File: src/verilog/rsa_defs.vh
/*
 Register offsets, field positions and reset values of the clock block.
 Assumes a byte-addressed APB with 32-bit words.
*/
`ifndef RSA_DEFS_VH
`define RSA_DEFS_VH

// Byte offsets of the registers.
`define RSA_CTRL     8'h00
`define RSA_RDREQ    8'h04
`define RSA_IENCLR   8'h08
`define RSA_IENSET   8'h0c
`define RSA_IFLAG    8'h10
`define RSA_STATUS   8'h14
`define RSA_DBG      8'h18
`define RSA_MASK     8'h1c
`define RSA_COUNT    8'h20
`define RSA_CLOCK    8'h24
`define RSA_PER      8'h28
`define RSA_COMP     8'h2c
`define RSA_ALARM    8'h30
`define RSA_FREQ     8'h34
`define RSA_EVCTRL   8'h38

// Indexes of the synchronized registers.
`define RSA_I_COUNT  3'h0
`define RSA_I_CLOCK  3'h1
`define RSA_I_PER    3'h2
`define RSA_I_MASK   3'h6
`define RSA_I_CTRL   3'h7

// Field positions.
`define RSA_SOFT_RESET_CTL    0
`define RSA_EN       1
`define RSA_F_ALARM  0
`define RSA_F_OVF    1
`define RSA_F_SYNC   7
`define RSA_S_PEND   7

// Reset values, alarm mask codes and the default tick divider.
`define RSA_MASK_RST 3'h0
`define RSA_SEL_OFF  3'h0
`define RSA_SEL_RSV  3'h7
`define RSA_CS_DIV   8

`endif
File: src/verilog/rsa_core.v
/*
 Clock block register interface: APB slave, request/acknowledge
 crossing to the counter side, shutdown wake handling, alarm mask.
 Assumes one clock; the counter side advances on a divided enable.
*/
// Local design decision: the APB register port.
// Operation
// RULE1 - Enabled interrupt sources wake from shutdown
// RULE2 - Wake keeps registers except four cleared ones
// RULE3 - Wake clears interrupt enables to zero
// RULE4 - Software sets interrupt controller before enabling
// RULE5 - Status still shows state after wake
// RULE6 - Enabled periodic event reaches event output
// RULE7 - Pending bit set at start, cleared done
// RULE8 - Completion raises sync done flag
// RULE9 - Access during pending stalls bus, completes
// RULE10 - Reset and enable writes pass crossing
// RULE11 - Value register writes cross to counter
// RULE12 - Counter and calendar reads cross back
// RULE13 - Alarm mask at 0x1c, resets zero
// RULE14 - Mask code selects matched calendar fields
// RULE15 - Mask upper bits read as zero
// RULE16 - Toggle handshake with double-flop synchronizers
`timescale 1ns/1ps
`include "rsa_defs.vh"

module rsa_core #(
   parameter CS_DIV = `RSA_CS_DIV
) (
   input  wire        ref_clk_in,
   input  wire        rst_in,
   input  wire        psel_in,
   input  wire        penable_in,
   input  wire        pwrite_in,
   input  wire [7:0]  paddr_in,
   input  wire [31:0] pwdata_in,
   output reg  [31:0] prdata_out,
   output wire        pready_out,
   output wire        pslverr_out,
   input  wire        shutdown_wake_in,
   input  wire        clk_in_shutdown_in,
   input  wire        dbg_halt_in,
   output wire        irq_out,
   output wire        wake_out,
   output reg         evt_out
);

   // Bus-side state.
   reg  [7:0]  inten;         // Interrupt enables.
   reg  [7:0]  flags;         // Sticky interrupt flags.
   reg         rdreq;         // Read request control bit.
   reg         dbg_run;       // Keep counting while halted.
   reg         ev_en;         // Overflow event output enable.
   reg         pending;       // Crossing in flight.
   reg         req_tgl;       // Request toggle.
   reg         op_wr;         // Held operation: write or read.
   reg  [2:0]  op_idx;        // Held target index.
   reg  [31:0] op_dat;        // Held write data.
   reg         rd_wait;       // Read sync launched.
   reg         rd_rdy;        // Read data loaded.
   reg         ak1, ak2;      // Acknowledge synchronizer.
   reg  [1:0]  ev1, ev2, ev3; // Event toggle synchronizer.
   reg  [31:0] sh [0:7];      // Bus-side copies for readback.

   // Counter-side state.
   reg  [31:0] cs [0:7];      // Active counter-side registers.
   reg  [31:0] snap_cnt;      // Counter snapshot for reads.
   reg  [31:0] snap_clk;      // Calendar snapshot for reads.
   reg         rq1, rq2;      // Request synchronizer.
   reg         ack_tgl;       // Acknowledge toggle.
   reg  [1:0]  cs_ev;         // Event toggles: alarm, overflow.
   reg         match_d;       // Alarm match one tick ago.
   reg  [7:0]  div;           // Tick divider.
   wire        tick = (div == CS_DIV - 1);

   // Separate loop indexes keep each process the only writer of its own.
   integer i;                 // Bus-side loop index.
   integer j;                 // Counter-side loop index.

   // Address decode.
   wire acc = psel_in & penable_in;
   wire win = (paddr_in[7:5] == 3'h1) & (paddr_in[4:2] < 3'h6)
            & (paddr_in[1:0] == 2'h0);
   wire [2:0] a_idx = (paddr_in == `RSA_MASK) ? `RSA_I_MASK :
                      (paddr_in == `RSA_CTRL) ? `RSA_I_CTRL :
                      paddr_in[4:2];
   wire is_rsync = ~pwrite_in & win & (paddr_in[4:2] < 3'h2); // see RULE12
   wire is_wsync = pwrite_in & (win | paddr_in == `RSA_MASK
                 | paddr_in == `RSA_CTRL); // see RULE10 see RULE11
   wire sync_acc = acc & (is_rsync | is_wsync);
   wire mapped = win | (paddr_in <= `RSA_EVCTRL && paddr_in[1:0] == 2'h0);

   // A write completes at launch; a read waits for its snapshot.
   // A synchronized access finding the crossing busy is held off.
   assign pready_out = ~sync_acc | (pwrite_in ? ~pending : rd_rdy); // see RULE9
   assign pslverr_out = acc & pready_out & ~mapped;
   wire launch = sync_acc & ~pending & (pwrite_in | ~rd_wait);
   wire done = pending & (ak2 == req_tgl);
   wire wr_ok = acc & pready_out & pwrite_in & mapped;

   // Interrupts double as wake sources; wake needs a live counter clock.
   assign irq_out = |(flags & inten);                 // see RULE1
   assign wake_out = irq_out & clk_in_shutdown_in;    // see RULE1

   // Events seen on the bus side: edges of the synchronized toggles.
   // A toggle crosses cleanly where a short pulse from the slow side could be lost.
   wire [1:0] ev_hit = ev2 ^ ev3;

   // Bus-side process: register writes, crossing launch and completion.
   always @(posedge ref_clk_in) begin
      if (rst_in) begin
         inten <= 8'h00;
         flags <= 8'h00;
         rdreq <= 1'b0;
         dbg_run <= 1'b0;
         ev_en <= 1'b0;
         pending <= 1'b0;
         req_tgl <= 1'b0;
         op_wr <= 1'b0;
         op_idx <= 3'h0;
         op_dat <= 32'h0;
         rd_wait <= 1'b0;
         rd_rdy <= 1'b0;
         ak1 <= 1'b0;
         ak2 <= 1'b0;
         ev1 <= 2'h0;
         ev2 <= 2'h0;
         ev3 <= 2'h0;
         evt_out <= 1'b0;
         prdata_out <= 32'h0;
         for (i = 0; i < 8; i = i + 1) begin
            sh[i] <= 32'h0;
         end
      end else begin
         ak1 <= ack_tgl;            // see RULE16
         ak2 <= ak1;
         ev1 <= cs_ev;
         ev2 <= ev1;
         ev3 <= ev2;
         // A periodic event only leaves the block when enabled.
         evt_out <= ev_en & ev_hit[`RSA_F_OVF]; // see RULE6

         // Launch: pending rises at once, request toggles.
         if (launch) begin
            pending <= 1'b1;        // see RULE7
            req_tgl <= ~req_tgl;    // see RULE16
            op_wr <= pwrite_in;
            op_idx <= a_idx;
            op_dat <= pwdata_in;
            rd_wait <= ~pwrite_in;
            if (pwrite_in) begin
               // Mask keeps only the select field.
               sh[a_idx] <= (a_idx == `RSA_I_MASK) ?
                  {29'h0, pwdata_in[2:0]} : pwdata_in; // see RULE15
            end
         end else if (done) begin
            pending <= 1'b0;        // see RULE7
         end

         // Read snapshot arrives with completion.
         if (done & rd_wait) begin
            prdata_out <= (op_idx == `RSA_I_COUNT) ? snap_cnt : snap_clk;
            rd_rdy <= 1'b1;
         end else if (acc & rd_rdy) begin
            rd_rdy <= 1'b0;
            rd_wait <= 1'b0;
         end else if (psel_in & ~penable_in) begin
            // Setup phase: capture ordinary read data.
            case (paddr_in)
               `RSA_CTRL:   prdata_out <= {30'h0, sh[`RSA_I_CTRL][`RSA_EN], 1'b0};
               `RSA_RDREQ:  prdata_out <= {31'h0, rdreq};
               `RSA_IENCLR: prdata_out <= {24'h0, inten};
               `RSA_IENSET: prdata_out <= {24'h0, inten};
               `RSA_IFLAG:  prdata_out <= {24'h0, flags};
               `RSA_STATUS: prdata_out <= {24'h0, pending, 7'h0}; // see RULE5
               `RSA_DBG:    prdata_out <= {31'h0, dbg_run};
               `RSA_EVCTRL: prdata_out <= {31'h0, ev_en};
               default:     prdata_out <= win ? sh[a_idx] :
                  (paddr_in == `RSA_MASK) ? sh[`RSA_I_MASK] : 32'h0;
            endcase
         end

         // Plain writes; set wins over a clear of the same flag bit.
         if (wr_ok) begin
            case (paddr_in)
               `RSA_RDREQ:  rdreq <= pwdata_in[0];
               `RSA_IENCLR: inten <= inten & ~pwdata_in[7:0];
               `RSA_IENSET: inten <= inten | pwdata_in[7:0]; // see RULE4
               `RSA_IFLAG:  flags <= flags & ~pwdata_in[7:0];
               `RSA_DBG:    dbg_run <= pwdata_in[0];
               `RSA_EVCTRL: ev_en <= pwdata_in[0];
               default:     ;
            endcase
         end
         if (done) begin
            flags[`RSA_F_SYNC] <= 1'b1;    // see RULE8
         end
         if (ev_hit[`RSA_F_ALARM]) begin
            flags[`RSA_F_ALARM] <= 1'b1;
         end
         if (ev_hit[`RSA_F_OVF]) begin
            flags[`RSA_F_OVF] <= 1'b1;
         end

         // Software reset lands only once it has crossed.
         if (done & op_wr & op_idx == `RSA_I_CTRL & op_dat[`RSA_SOFT_RESET_CTL]) begin
            inten <= 8'h00;
            flags <= 8'h00;
            rdreq <= 1'b0;
            ev_en <= 1'b0;
            for (i = 0; i < 8; i = i + 1) begin
               sh[i] <= 32'h0;     // see RULE10
            end
         end

         // Shutdown wake: these four return to reset, all else stays.
         // The pending bit in status keeps showing the block's state.
         if (shutdown_wake_in) begin
            inten <= 8'h00;         // see RULE2 see RULE3
            flags <= 8'h00;         // see RULE2
            rdreq <= 1'b0;          // see RULE2
            dbg_run <= 1'b0;        // see RULE2
         end
      end
   end

   // Alarm match: each select code adds one calendar field.
   // Seconds 5:0, minutes 11:6, hours 16:12, days 21:17,
   // months 25:22, years 31:26. The reserved code never matches.
   reg [31:0] fmask;
   always @* begin
      case (cs[`RSA_I_MASK][2:0])      // see RULE14
         3'h1:    fmask = 32'h0000003f;
         3'h2:    fmask = 32'h00000fff;
         3'h3:    fmask = 32'h0001ffff;
         3'h4:    fmask = 32'h003fffff;
         3'h5:    fmask = 32'h03ffffff;
         3'h6:    fmask = 32'hffffffff;
         default: fmask = 32'h00000000;
      endcase
   end
   wire sel_on = (cs[`RSA_I_MASK][2:0] != `RSA_SEL_OFF)
               & (cs[`RSA_I_MASK][2:0] != `RSA_SEL_RSV);
   wire match = sel_on
      & (((cs[`RSA_I_CLOCK] ^ cs[4]) & fmask) == 32'h0); // see RULE14
   wire run = cs[`RSA_I_CTRL][`RSA_EN] & (~dbg_halt_in | dbg_run);

   // Counter-side process: advances only on the divided tick, so it
   // behaves as a slow domain. The request is sampled twice before use.
   always @(posedge ref_clk_in) begin
      if (rst_in) begin
         div <= 8'h00;
         rq1 <= 1'b0;
         rq2 <= 1'b0;
         ack_tgl <= 1'b0;
         cs_ev <= 2'h0;
         match_d <= 1'b0;
         snap_cnt <= 32'h0;
         snap_clk <= 32'h0;
         for (j = 0; j < 8; j = j + 1) begin
            cs[j] <= 32'h0;         // see RULE13
         end
      end else begin
         div <= tick ? 8'h00 : div + 8'h01;
         if (tick) begin
            rq1 <= req_tgl;         // see RULE16
            rq2 <= rq1;
            match_d <= match;
            if (match & ~match_d) begin
               cs_ev[`RSA_F_ALARM] <= ~cs_ev[`RSA_F_ALARM];
            end
            // Free running counter, wrapping at the period.
            if (run) begin
               if (cs[`RSA_I_COUNT] == cs[`RSA_I_PER]) begin
                  cs[`RSA_I_COUNT] <= 32'h0;
                  cs_ev[`RSA_F_OVF] <= ~cs_ev[`RSA_F_OVF];
               end else begin
                  cs[`RSA_I_COUNT] <= cs[`RSA_I_COUNT] + 32'h1;
               end
            end
            // Carry out the held operation, then acknowledge.
            if (rq2 != ack_tgl) begin
               ack_tgl <= rq2;      // see RULE16
               if (~op_wr) begin
                  snap_cnt <= cs[`RSA_I_COUNT]; // see RULE12
                  snap_clk <= cs[`RSA_I_CLOCK];
               end else if (op_idx == `RSA_I_CTRL & op_dat[`RSA_SOFT_RESET_CTL]) begin
                  for (j = 0; j < 8; j = j + 1) begin
                     cs[j] <= 32'h0;   // see RULE10
                  end
               end else if (op_idx == `RSA_I_MASK) begin
                  cs[op_idx] <= {29'h0, op_dat[2:0]}; // see RULE15
               end else begin
                  cs[op_idx] <= op_dat;  // see RULE11
               end
            end
         end
      end
   end

endmodule

File: config.mk
export PLATFORM = sky130hd
export DESIGN_NAME = rsa_core
export DESIGN_NICKNAME = d
export VERILOG_FILES = /design/src/verilog/rsa_core.v
export VERILOG_INCLUDE_DIRS = /design/src /design/src/verilog
export SDC_FILE = /design/constraint.sdc
export NUM_CORES = 1
export LEC_CHECK = 0
export BUFFER_PORTS_ARGS = -buffer_cell sky130_fd_sc_hd__buf_2
export CELL_PAD_IN_SITES_DETAIL_PLACEMENT = 1
export CELL_PAD_IN_SITES_GLOBAL_PLACEMENT = 1
export CORE_ASPECT_RATIO = 1.5
export CORE_MARGIN = 2
export CORE_UTILIZATION = 56
export CTS_BUF_LIST = sky130_fd_sc_hd__clkbuf_2 sky130_fd_sc_hd__clkbuf_4 sky130_fd_sc_hd__clkbuf_8
export CTS_CLUSTER_SIZE = 14
export DETAILED_ROUTE_END_ITERATION = 8
export GPL_TIMING_DRIVEN = 0
export PLACE_DENSITY_LB_ADDON = 0.1
export SLEW_MARGIN = 40
export SYNTH_ARGS = -nofsm -noshare
export SYNTH_HDL_FRONTEND = slang
export SYNTH_SLANG_ARGS = --single-unit
File: constraint.sdc
create_clock -name ref_clk_in -period 7.3 [get_ports ref_clk_in]
set_input_delay 0.73 -clock ref_clk_in [delete_from_list [all_inputs] [get_ports ref_clk_in]]
set_output_delay 0.73 -clock ref_clk_in [all_outputs]
set_load 0.05 [all_outputs]
**Word-level counts from Yosys, hierarchy flattened**

Memory sizes are Yosys's and may differ from the RTL's.
Cells that the tools add are included.

- Bits in registers: 178
- RAM bits: 512
- Bits of input ports: 48
- Output and inout bits: 37
- Word-level logic and storage cells: 261
- Memories kept: 2

- Add/sub/neg operators: 2
- Magnitude comparators: 3
- Equal/unequal tests: 24
- Multiplexer cells: 89
- Bitwise logic cells: 73
- Reductions and logical operators: 37

Memories:

| name | words | width | rd ports | clocked after memory_dff | wr ports | line | text |
|---|---|---|---|---|---|---|---|
| cs | 8 | 32 | 6 | 0 | 8 | rsa_core.v:66 | `reg [31:0] cs [0:7];` |
| sh | 8 | 32 | 3 | 0 | 8 | rsa_core.v:63 | `reg [31:0] sh [0:7];` |

Operators with widths:

| cell | number |
|---|---|
| 32-bit 2-to-1 mux | 28 |
| 32-bit one-hot mux with 7 select lines | 1 |
| 32-bit one-hot mux with 6 select lines | 1 |
| 32-bit OR reduction | 2 |
| 1-bit 2-to-1 mux | 52 |
| 32-bit by 1-bit adder with 32-bit output (second input constant) | 1 |
| 32-bit AND | 1 |
| 32-bit equality test | 1 |
| 8-bit by 5-bit equality test with 1-bit output (second input constant) | 4 |
| 32-bit logical NOT | 1 |
| 32-bit bitwise XOR | 1 |
| 1-bit AND | 27 |
| 1-bit bitwise OR | 26 |
| 8-bit AND | 3 |
| 2-bit AND reduction | 11 |
| 2-bit nonzero test | 10 |
| 3-bit equality test (second input constant) | 6 |
| 8-bit by 3-bit equality test with 1-bit output (second input constant) | 2 |
| 8-bit by 4-bit equality test with 1-bit output (second input constant) | 2 |
| 8-bit 2-to-1 mux | 2 |
| 8-bit one-hot mux with 2 select lines | 1 |
| 3-bit 2-to-1 mux | 4 |
| 1-bit NOT | 12 |
| 8-bit by 1-bit adder with 8-bit output (second input constant) | 1 |
| other kinds (22) | 28 |

**Depth between registers and ports, before layout**

Gate-level depths: netlist (run 1).

- Word-level depth: 15
- Depth in mapped cells: 10
- Mapped depth without buffers: 7

**Worst setup path before layout (run 1)**

OpenSTA, ideal clock, no wires.

- Kind: input to register
- Start: in paddr_in[2]
- End: mem sh[2][0] (enable)
- Setup time: 466 ps
- Arrival: 4257 ps
- Data required time: 6834 ps
- Slack: 2577 ps
- Cell stages on the path: 6
- Path buffers: 2
- Cell sequence: clkbuf_1 o21ba_2 o22ai_1 nand3_1 clkbuf_1 o21ai_0

RTL lines:

| element | line | text |
|---|---|---|
| from (decl) | rsa_core.v:35 | `input wire [7:0] paddr_in,` |
| to (decl) | rsa_core.v:63 |  |

==> results of run 1 <==
-- flip-flops by register name, summed over array words and instances, names as in the netlist, 2 cells and up, named ones only --
register	cells
cs_ev	2
snap_clk	32
ev1	2
prdata_out	32
op_dat	32
ev2	2
sh	236
div	8
snap_cnt	32
cs	132
op_idx	3
ev3	2
flags	8
-- worst reg2reg max path, cell delays in order, from the launching register on --
cell and delay (ns):
dfxtp_1 0.30, clkbuf_1 0.28, nor3_1 0.56, nand3_1 0.54
nor3_1 0.68, clkbuf_1 0.40, nand2b_4 0.58
-- metal layers --
layer,share of wire [%],vias up,global-route usage (%)
met1,35,9610,40.08
li1,-,8464,-
met3,6.0,297,6.046
met2,52,765,67.26
met4,6.8,0,23.38
met5,0,-,0
-- cells in the final DEF (no fill, tap or decap), drive strengths merged, types with 6 or more instances in the layout --
cell type	n
xor2	62
a221oi	9
dfxtp	178
edfxtp	368
inv	28
nand2b	17
o22ai	23
o22a	9
and4	6
nor4	24
mux2i	28
clkbuf	238
a211oi	7
and3	14
a31oi	30
conb	29
nand2	421
nor3	44
a22oi	12
nand3	54
clkinv	17
a21oi	169
o21ai	50
or3	13
nor2	56
a41o	14
xnor2	44
buf	133
nand4	17
o31ai	18
o2bb2ai	13
and2	293
mux2	12
a31o	11
nor2b	26
-- path summary, 6_finish.rpt --
| check | endpoint | cells after the start |
|---|---|---|
| min | dbg_run | 2 |
| max | sh[1][16] | 8 |
| max reg2reg | sh[1][16] | 6 |
| min reg2reg | div[0] | 1 |
-- power groups by stage --
stage	registers (µW)	logic, µW	clock network [µW]
global placement	3460	308	0
detailed placement	3470	329	0
global route	3400	355	2810
CTS	3400	332	2690
floorplan	3460	171	0
finish	3400	340	2680
-- kinds of logic (layout without fill, tap and decap cells) --
kind of cell | Yosys count | in the layout | share of synthesized area, %
AO/OA/AOI/OAI | 405 | 405 | 11.03
XOR/XNOR | 106 | 106 | 3.783
adder cells (fa/ha/maj) | 2 | 2 | 0.1020
buffers and inverters | 182 | 422 | 3.130
flip-flops | 546 | 546 | 59.55
multiplexers | 40 | 40 | 1.693
other | 1 | 30 | 0.01528
AND/OR/NAND/NOR | 1004 | 1004 | 20.70
-- area by class of cell --
| class | count | area, µm² | share of cell area (%) |
|---|---|---|---|
| buffer | 156 | 675.6 | 2.438 |
| antenna | 1 | 2.502 | 0.009030 |
| inverter | 26 | 97.59 | 0.3522 |
| sequential | 546 | 14610 | 52.74 |
| multi-input combinational | 1586 | 9343 | 33.71 |
| clock buffer | 127 | 1585 | 5.721 |
| tap | 570 | 713.2 | 2.574 |
| timing repair buffer | 88 | 508.0 | 1.833 |
| clock inverter | 25 | 172.7 | 0.6231 |
-- through the flow --
stage / worst slack, ns / area (µm²) / total power (µW)
6_report: 3.443 / 27710 / 6424
5_1_grt: 3.213 / 27710 / 6568
4_1_cts: 3.546 / 27700 / 6419
3_5_place_dp: 2.959 / 25940 / 3794
3_3_place_gp: 0.5230 / 25770 / 3772
2_1_floorplan: 2.577 / 24650 / 3628
==> out/results.ini, run 1 <==
[route]
drt-initial-drc-count=1516
wl_um=83910
via_count=19136
vias_per_cell=6.124
drc=0
dr.pass1.iters=5
postRouteAntennaNets=0
wl_per_cell_um=26.85

[placement]
placedCellCount=2972
dp_hpwl_um=62790
gp_congestion=0.9364
port-buffer-count=83

[synthesis]
synth_area_leaders=edfxtp_1, dfxtp_1, and2_1, nand2_1, a21oi_1
synth_flop_cell=edfxtp_1
synth_top_area_share_pct=45.03
synthTopCellsByCount=nand2_1, edfxtp_1, and2_1
postSynthCellCount=2286
yosysMostFrequentCell=nand2_1
synthArstFlopShare_pct=0
netlist_area_um2=24540
syn_area_per_cell_um2=10.74
synth_edf_count=368
ys_ff_latch=546
synth.distinct_cells=71
synth_top_cell_by_area=edfxtp_1
yosysSeqAreaShare_pct=59.55
ys_warn_count=0

[clock_network]
cts-root-buf=clkbuf_8
postCtsHoldBufs=0
clk_latency_ns=0.67
htree_levels=3
cts_setup_buffers=0
ctsResizeCount=0
cts_buffer_depth=3
clkTransAtPathRegs_ns=0.07
clock_sinks=546
cts_buffers=81
cts_tree=yes

[layout]
fillers=4637
fin_cells=3125
syn_to_final_growth_pct=12.92
nNetsFinal=2535
drive_gt1_share_pct=14.25
final_util_pct=64.37

[global_route]
grt_pass1_wl_um=125400
antenna_found_initial=0
grt_usage_pct=37.04
grt_max_degree=33
grt-ovfl-total=0
grt_pass1_vias=20958

[flow_run]
cap_violations=0

[power_and_ir_drop]
sw_frac_of_total_pct=24.12
leakagePower_uw=0.01011
p_seq_share_pct=52.9
pwr-share-clk_pct=41.8
ir_drop_mv=0.2210
comb_power_share_pct=5.3
p_per_area_nw_per_um2=231.8
p_switching_uw=1549
p_int_uw=4875

[worst_hold_path]
hold_start=shutdown_wake_in
hold_class=primary input to flop

[sta]
period_share_pct=52.83
setup_viol=0
tightest_slew_ns=0.9806
max_clock_freq_mhz=259.3
slew_viol_final=0
hold_viol=0
post-route-min-period_ns=3.857
relSlewSlack_pct=34.46
fin_hold_ws_ns=0.2502
skew_ns=0.01797
setup_tns_ns=0
rsz0062_at_grt=no

[worst_setup_path]
critPathMaxStageDelay_ns=0.68
critPathBufInv=3
r2r_setup_slack_ns=3.55
cp_common_cell=clkbuf_1
timing.rr.start=pending
slowest_stage=nor3_1
critPathTopFamily=simple AND/OR/NAND/NOR gates
worstPathRequired_ns=7.60
critPathKind=primary input to flop
arrival_ns=4.16
crit_path_max_fanout=32
cp-end-kind=flop
crit_chain=buf_2 > clkbuf_1 > a31oi_1 > o22ai_1 > nand3_1 > nor3_1 > clkbuf_1 > nand2b_4
worstSetupStartpointType=primary input
cp-startpoint=paddr_in[3]

[floorplanning]
rows=93
dieArea_um2=45550
dieHeight_um=260.4
core-area_um2=43050
chipWidth_um=174.9
initial_core_util_pct=57.00
ios=85

[outcome]
status=complete, no violations

(Power assumes the default switching activity.)
==> run 2: changes to the inputs <==
--- a/config.mk
+++ b/config.mk
@@ -11,7 +11,7 @@
 export CELL_PAD_IN_SITES_GLOBAL_PLACEMENT = 1
 export CORE_ASPECT_RATIO = 1.5
 export CORE_MARGIN = 2
-export CORE_UTILIZATION = 56
+export CORE_UTILIZATION = 47
 export CTS_BUF_LIST = sky130_fd_sc_hd__clkbuf_2 sky130_fd_sc_hd__clkbuf_4 sky130_fd_sc_hd__clkbuf_8
 export CTS_CLUSTER_SIZE = 14
 export DETAILED_ROUTE_END_ITERATION = 8
==> constraint.sdc (replaced) <==
create_clock -name ref_clk_in -period 3.1 [get_ports ref_clk_in]
set_input_delay 0.31 -clock ref_clk_in [delete_from_list [all_inputs] [get_ports ref_clk_in]]
set_output_delay 0.31 -clock ref_clk_in [all_outputs]
set_load 0.05 [all_outputs]
==> run 2 against run 1 <==
- sequential share of layout area is 1.0 points lower
- cell count increased by 4.7%
- wire length rose by 0.34%
- first-iteration DRC count decreased by 29%
- design area grew 2.0%
- utilization shrank 9.6 points
- clock power is 130% higher
- non-clock buffer count rose by 38
- die area increased by 19%
- clock skew rose by 0.0072 ns
- register-to-register slack worse by 3.4 ns
- largest power group unchanged
- highest routed layer unchanged
==> out/results.ini, run 2 (synthesis results as in run 1) <==
[clock_network]
htree_levels=3  ; unchanged
clkTransAtPathRegs_ns=0.07  ; about the same
cts_buffers=83  ; was 81
clk_latency_ns=0.70  ; was 0.67 ns
cts-root-buf=clkbuf_8  ; unchanged
clock_sinks=546  ; unchanged
cts_buffer_depth=3  ; unchanged
cts_tree=yes  ; unchanged

[route]
wl_met1_um=31520  ; was 29440 µm
drt-initial-drc-count=1081  ; was 1516
top_layer=met4  ; unchanged
wl_per_cell_um=25.72  ; was 26.85 µm
met3_length_um=3552  ; was 5012 µm
via_count=18714  ; was 19136
wl_met2_um=44780  ; was 43770 µm
vias_per_cell=5.718  ; was 6.124
dr.pass1.iters=8  ; was 5
wl_um=84190  ; was 83910 µm
postRouteAntennaNets=0  ; unchanged
drc=0  ; unchanged

[layout]
regArea_um2=14610  ; unchanged
regMostFlops=sh  ; unchanged
fillers=5641  ; was 4637
final_cell_mix=nand2_1, edfxtp_1, and2_1  ; unchanged
multi_input_area_um2=9418  ; was 9343 µm²
drive_gt1_share_pct=14.14  ; was 14.25%
reg_top3=sh: 236 flops, cs: 132 flops  ; unchanged
largest_reg_flops=236  ; unchanged
syn_to_final_growth_pct=15.14  ; was 12.92%
nNetsFinal=2577  ; was 2535
final_common_cell=nand2_1  ; unchanged

[outcome]
status=complete, no violations  ; unchanged

[power_and_ir_drop]
ir_drop_mv=0.3599  ; was 0.2210 mV
leakagePower_uw=0.01030  ; was 0.01011 µW
p_total_uw=15130  ; was 6424 µW
p_per_area_nw_per_um2=535.3  ; was 231.8 nW/µm²

[floorplanning]
chipWidth_um=190.6  ; was 174.9 µm
dieHeight_um=283.9  ; was 260.4 µm
ios=85  ; unchanged
dieArea_um2=54100  ; was 45550 µm²
initial_core_util_pct=47.60  ; was 57.00%
rows=102  ; was 93
core-area_um2=51560  ; was 43050 µm²

[sta]
relSlewSlack_pct=40.27  ; was 34.46%
max_clock_freq_mhz=335.4
setup_viol=0  ; unchanged
fin_hold_ws_ns=0.05622  ; was 0.2502 ns
post-route-min-period_ns=2.982
tightest_slew_ns=0.8960  ; was 0.9806 ns
period_share_pct=96.18
rsz0062_at_grt=no  ; unchanged
skew_ns=0.02516  ; was 0.01797 ns
slew_viol_final=0  ; unchanged
hold_viol=0  ; unchanged

[worst_setup_path]
timing.rr.start=div[3]  ; was pending
rr_worst_depth=7  ; was 6
cp-end-kind=flop  ; unchanged
worstPathRequired_ns=3.41  ; was 7.60 ns
crit_chain=buf_2 > buf_2 > clkbuf_1 > clkbuf_1 > nand3_1 > a21oi_1 > nand2b_4  ; was buf_2 > clkbuf_1 > a31oi_1 > o22ai_1 > nand3_1 > nor3_1 > clkbuf_1 > nand2b_4
slowest_stage=a21oi_1  ; was nor3_1
critPathMaxStageDelay_ns=0.65  ; was 0.68 ns
crit_path_max_fanout=32  ; unchanged
arrival_ns=3.30  ; was 4.16 ns
critPathKind=primary input to flop  ; unchanged
worstSetupStartpointType=primary input  ; unchanged
reg2reg_to=cs[0][22]  ; was sh[1][16]
r2r_setup_slack_ns=0.12  ; was 3.55 ns

[global_route]
grt_max_degree=33  ; unchanged
grt_usage_pct=31.39  ; was 37.04%
antenna_found_initial=2  ; was 0
grt_pass1_wl_um=124700  ; was 125400 µm
grt-ovfl-total=0  ; unchanged
grt_pass1_vias=20039  ; was 20958

[worst_hold_path]
hold_depth=4  ; was 2
holdPathEnd=rd_wait  ; was dbg_run
hold_class=primary input to flop  ; unchanged
hold_start=psel_in  ; was shutdown_wake_in

[placement]
dp_hpwl_um=63120  ; was 62790 µm
port-buffer-count=83  ; unchanged
gp_congestion=0.9292  ; was 0.9364

[flow_run]
cap_violations=0  ; unchanged

==> run 2: cell types whose count changed in the layout (fill, tap and decap cells not counted), sizes merged, moves of 2 or more <==
cell / previous run / this run
nand2b: 17 / 19
buf: 133 / 138
clkbuf: 238 / 230
clkinv: 17 / 27
dlygate4sd3: 0 / 33
==> run 2: critical path: cells and delay by family <==
kind | cells | cell delay (ns)
AOI/OAI and AO/OA | 1 | 0.65
buffers and inverters | 4 | 1.44
and+or+nand+nor | 2 | 0.84
==> run 2: how the worst max path moves through the flow <==
stage | end | cells after the start | from
CTS | sh[6][26] | 7 | pending
global route | sh[4][19] | 7 | paddr_in[4]
floorplan | sh[1][0] | 7 | paddr_in[2]
global placement | sh[1][18] | 8 | paddr_in[3]
finish | sh[4][26] | 7 | paddr_in[4]
detailed placement | sh[5][18] | 8 | paddr_in[3]
==> run 2: final cells by class <==
type | instances | area share, %
Sequential cell | 546 | 51.72
Multi-Input combinational cell | 1588 | 33.33
Clock buffer | 119 | 5.265
Timing Repair Buffer | 126 | 3.144
Tap cell | 676 | 2.993
Buffer | 156 | 2.400
Clock inverter | 35 | 0.7970
Inverter | 26 | 0.3454
Antenna cell | 1 | 0.008856
==> run 2: layer usage <==
layer | up-vias | global-route usage, %
li1 | 8542 | -
met3 | 215 | 3.846
met2 | 535 | 57.78
met4 | 0 | 15.85
met5 | - | 0
met1 | 9422 | 35.21
==> run 2: through the flow <==
| step | instances | setup TNS (ns) | setup slack [ns] | utilization, % | instance area [µm²] |
|---|---|---|---|---|---|
| 6_report | 3273 | 0 | 0.1183 | 54.80 | 28260 |
| 4_1_cts | 3269 | 0 | 0.002343 | 54.70 | 28200 |
| 3_3_place_gp | 3073 | -412.46 | -1.701 | 50.26 | 25910 |
| 2_1_floorplan | 2314 | 0 | 0.02202 | - | 24650 |
| 5_1_grt | 3273 | 0 | 0.007203 | 54.80 | 28260 |
| 3_5_place_dp | 3079 | -174.17 | -0.7426 | 50.62 | 26100 |
==> run 2: report_power, final <==
part           switching (µW)  leakage (µW)  internal (µW)
clock                    3000      0.000901           3280
sequential               89.0       0.00530           7910
combinational             613       0.00410            235
==> run 2: what timing repair did <==
item | CTS | global route
hold buffers | 33 | 0
gates resized for setup | 10 | 5
pin swaps | 0 | 1
buffers inserted | 1 | 3
setup endpoints to repair | 174 | 144
cloned | 2 | 0
hold endpoints to repair | 53 | 0
==> run 3: changes to the inputs <==
--- a/config.mk
+++ b/config.mk
@@ -7,11 +7,9 @@
 export NUM_CORES = 1
 export LEC_CHECK = 0
 export BUFFER_PORTS_ARGS = -buffer_cell sky130_fd_sc_hd__buf_2
-export CELL_PAD_IN_SITES_DETAIL_PLACEMENT = 1
-export CELL_PAD_IN_SITES_GLOBAL_PLACEMENT = 1
 export CORE_ASPECT_RATIO = 1.5
 export CORE_MARGIN = 2
-export CORE_UTILIZATION = 47
+export CORE_UTILIZATION = 58
 export CTS_BUF_LIST = sky130_fd_sc_hd__clkbuf_2 sky130_fd_sc_hd__clkbuf_4 sky130_fd_sc_hd__clkbuf_8
 export CTS_CLUSTER_SIZE = 14
 export DETAILED_ROUTE_END_ITERATION = 8
==> run 3 against run 2 <==
- count of clock-buffer cells in the layout is 4 higher
- wire length decreased by 11%
- critical path depth did not move
- critical path type is now flop to flop
- largest cell class unchanged
- highest routed layer is now met5
==> out/results.ini, run 3 (synthesis results as in run 1) <==
[outcome]
status=complete, no violations  ; unchanged

[clock_network]
clock_sinks=546  ; unchanged
cts-root-buf=clkbuf_8  ; unchanged
cts_buffers=81  ; was 83
htree_levels=3  ; unchanged
clk_latency_ns=0.66  ; was 0.70 ns
clkTransAtPathRegs_ns=0.07  ; about the same
cts_buffer_depth=3  ; unchanged
cts_tree=yes  ; unchanged

[sta]
period_share_pct=96.07  ; was 96.18%
skew_ns=0.02352  ; was 0.02516 ns
max_clock_freq_mhz=335.8  ; was 335.4 MHz
fin_hold_ws_ns=0.02631  ; was 0.05622 ns
setup_viol=0  ; unchanged
post-route-min-period_ns=2.978  ; was 2.982 ns
rsz0062_at_grt=no  ; unchanged
tightest_slew_ns=0.8995  ; was 0.8960 ns
slew_viol_final=0  ; unchanged
relSlewSlack_pct=40.03  ; was 40.27%
hold_viol=0  ; unchanged
setup_ws_ns=0.1217  ; was 0.1183 ns

[placement]
dp_worst_setup_slack_ns=-0.7567  ; was -0.7426 ns
dp_hpwl_um=55900  ; was 63120 µm
port-buffer-count=83  ; unchanged
gp_congestion=0.9800  ; was 0.9292

[route]
wl_met1_um=27080  ; was 31520 µm
met3_length_um=5553  ; was 3552 µm
via_count=18495  ; was 18714
wl_um=75330  ; was 84190 µm
vias_per_cell=5.873  ; was 5.718
drt-initial-drc-count=1738  ; was 1081
dr.pass1.iters=5  ; was 8
wl_per_cell_um=23.92  ; was 25.72 µm
top_layer=met5  ; was met4
postRouteAntennaNets=0  ; unchanged
wl_met2_um=38270  ; was 44780 µm
drc=0  ; unchanged

[power_and_ir_drop]
p_per_area_nw_per_um2=536.6  ; was 535.3 nW/µm²
ir_drop_mv=0.3980  ; was 0.3599 mV
leakagePower_uw=0.01025  ; was 0.01030 µW

[floorplanning]
dieArea_um2=44010  ; was 54100 µm²
dieHeight_um=255.9  ; was 283.9 µm
rows=92  ; was 102
core-area_um2=41900  ; was 51560 µm²
initial_core_util_pct=58.57  ; was 47.60%
chipWidth_um=172.0  ; was 190.6 µm
ios=85  ; unchanged

[worst_hold_path]
holdPathEnd=op_dat[22]  ; was rd_wait
hold_depth=3  ; was 4
hold_start=pwdata_in[22]  ; was psel_in
hold_class=primary input to flop  ; unchanged

[global_route]
grt-ovfl-total=0  ; unchanged
grt_max_degree=33  ; unchanged
antenna_found_initial=2  ; unchanged
grt_pass1_wl_um=112100  ; was 124700 µm
grt_usage_pct=34.73  ; was 31.39%
grt_pass1_vias=18654  ; was 20039

[layout]
largest_reg_flops=236  ; unchanged
syn_to_final_growth_pct=14.25  ; was 15.14%
reg_top3=sh: 236 flops, cs: 132 flops  ; unchanged
nNetsFinal=2566  ; was 2577
final_common_cell=nand2_1  ; unchanged
regMostFlops=sh  ; unchanged
drive_gt1_share_pct=14.32  ; was 14.14%
final_cell_mix=nand2_1, edfxtp_1, and2_1  ; unchanged

[worst_setup_path]
timing.rr.start=pending  ; was div[3]
worstPathRequired_ns=3.46  ; was 3.41 ns
critPathKind=flop to flop  ; was primary input to flop
crit_path_max_fanout=23  ; was 32
r2r_setup_slack_ns=0.12  ; about the same
cp-end-kind=flop  ; unchanged
worstSetupStartpointType=flop  ; was primary input
arrival_ns=3.34  ; was 3.30 ns
reg2reg_to=sh[6][19]  ; was cs[0][22]
rr_worst_depth=7  ; unchanged

[flow_run]
cap_violations=0  ; unchanged

## run 3: cell types whose count changed in the layout (fill, tap and decap cells not counted), sizes merged
cell	before	now
clkinv	27	18
buf	138	135
bufinv	2	3
dlygate4sd3	33	24
clkbuf	230	234
or3	13	15
nand2b	19	20
clkinvlp	4	5
## run 3: how the worst max path moves through the flow
stage / start / to / slack (ns) / depth (start not counted)
floorplan: paddr_in[2] / sh[1][0] / 0.02 / 7
detailed placement: paddr_in[3] / sh[1][27] / -0.76 / 8
global route: cs[0][0] / cs[0][20] / 0.02 / 9
finish: pending / sh[6][19] / 0.12 / 7
global placement: paddr_in[3] / sh[1][17] / -1.75 / 8
CTS: div[4] / cs[1][6] / 0.03 / 6
## run 3: metrics by stage
step / power, µW / area (µm²) / util, % / setup TNS [ns] / instances
floorplan: 8542 / 24650 / - / 0 / 2314
global placement: 8886 / 25770 / 61.51 / -385.46 / 2961
detailed placement: 8915 / 25930 / 61.88 / -127.31 / 2966
CTS: 15040 / 27990 / 66.79 / 0 / 3146
global route: 15420 / 28040 / 66.92 / 0 / 3149
finish: 15050 / 28040 / 66.92 / 0 / 3149
## run 3: timing repair
item / 4_1_cts / 5_1_grt
endpoints found under the hold margin: 28 / 0
setup buffers: 0 / 2
cloned: 5 / 0
pin swaps: 1 / 0
setup endpoints to repair: 192 / 142
resized for setup: 12 / 7
hold buffers: 24 / 0
## run 3: cell type report
class                   count  area, µm²
well taps                 564      705.7
plain buffers             156      676.9
clock inverters            28      234.0
clock buffers             123       1499
inverters                  26      97.59
flip-flops and latches    546      14610
fillers                  3391      13860
diodes                      1      2.502
multi-input cells        1591       9449
repair buffers            114      759.5
## run 3: where the power goes
part           total [µW]  switching, µW  leakage, µW  internal (µW)
combinational         819            594      0.00405            225
sequential           8000           85.8      0.00530           7910
clock                6230           2860     0.000906           3360
total               15000           3540       0.0103          11500
## run 3: per-layer routing
metal  GRT usage, %  vias to the layer above
met5              0                        -
met4          20.03                        2
met3          5.969                      221
met2          60.05                      787
met1          40.19                     8942
li1               -                     8543
## run 3: worst max-delay path, stage by stage, from the launching register on
cell and delay [ns]:
dfxtp_1 0.30, clkbuf_1 0.25, nor3_1 0.48, nand3_2 0.32
clkbuf_1 0.35, nor3_1 0.32, nand2b_2 0.42, buf_16 0.22
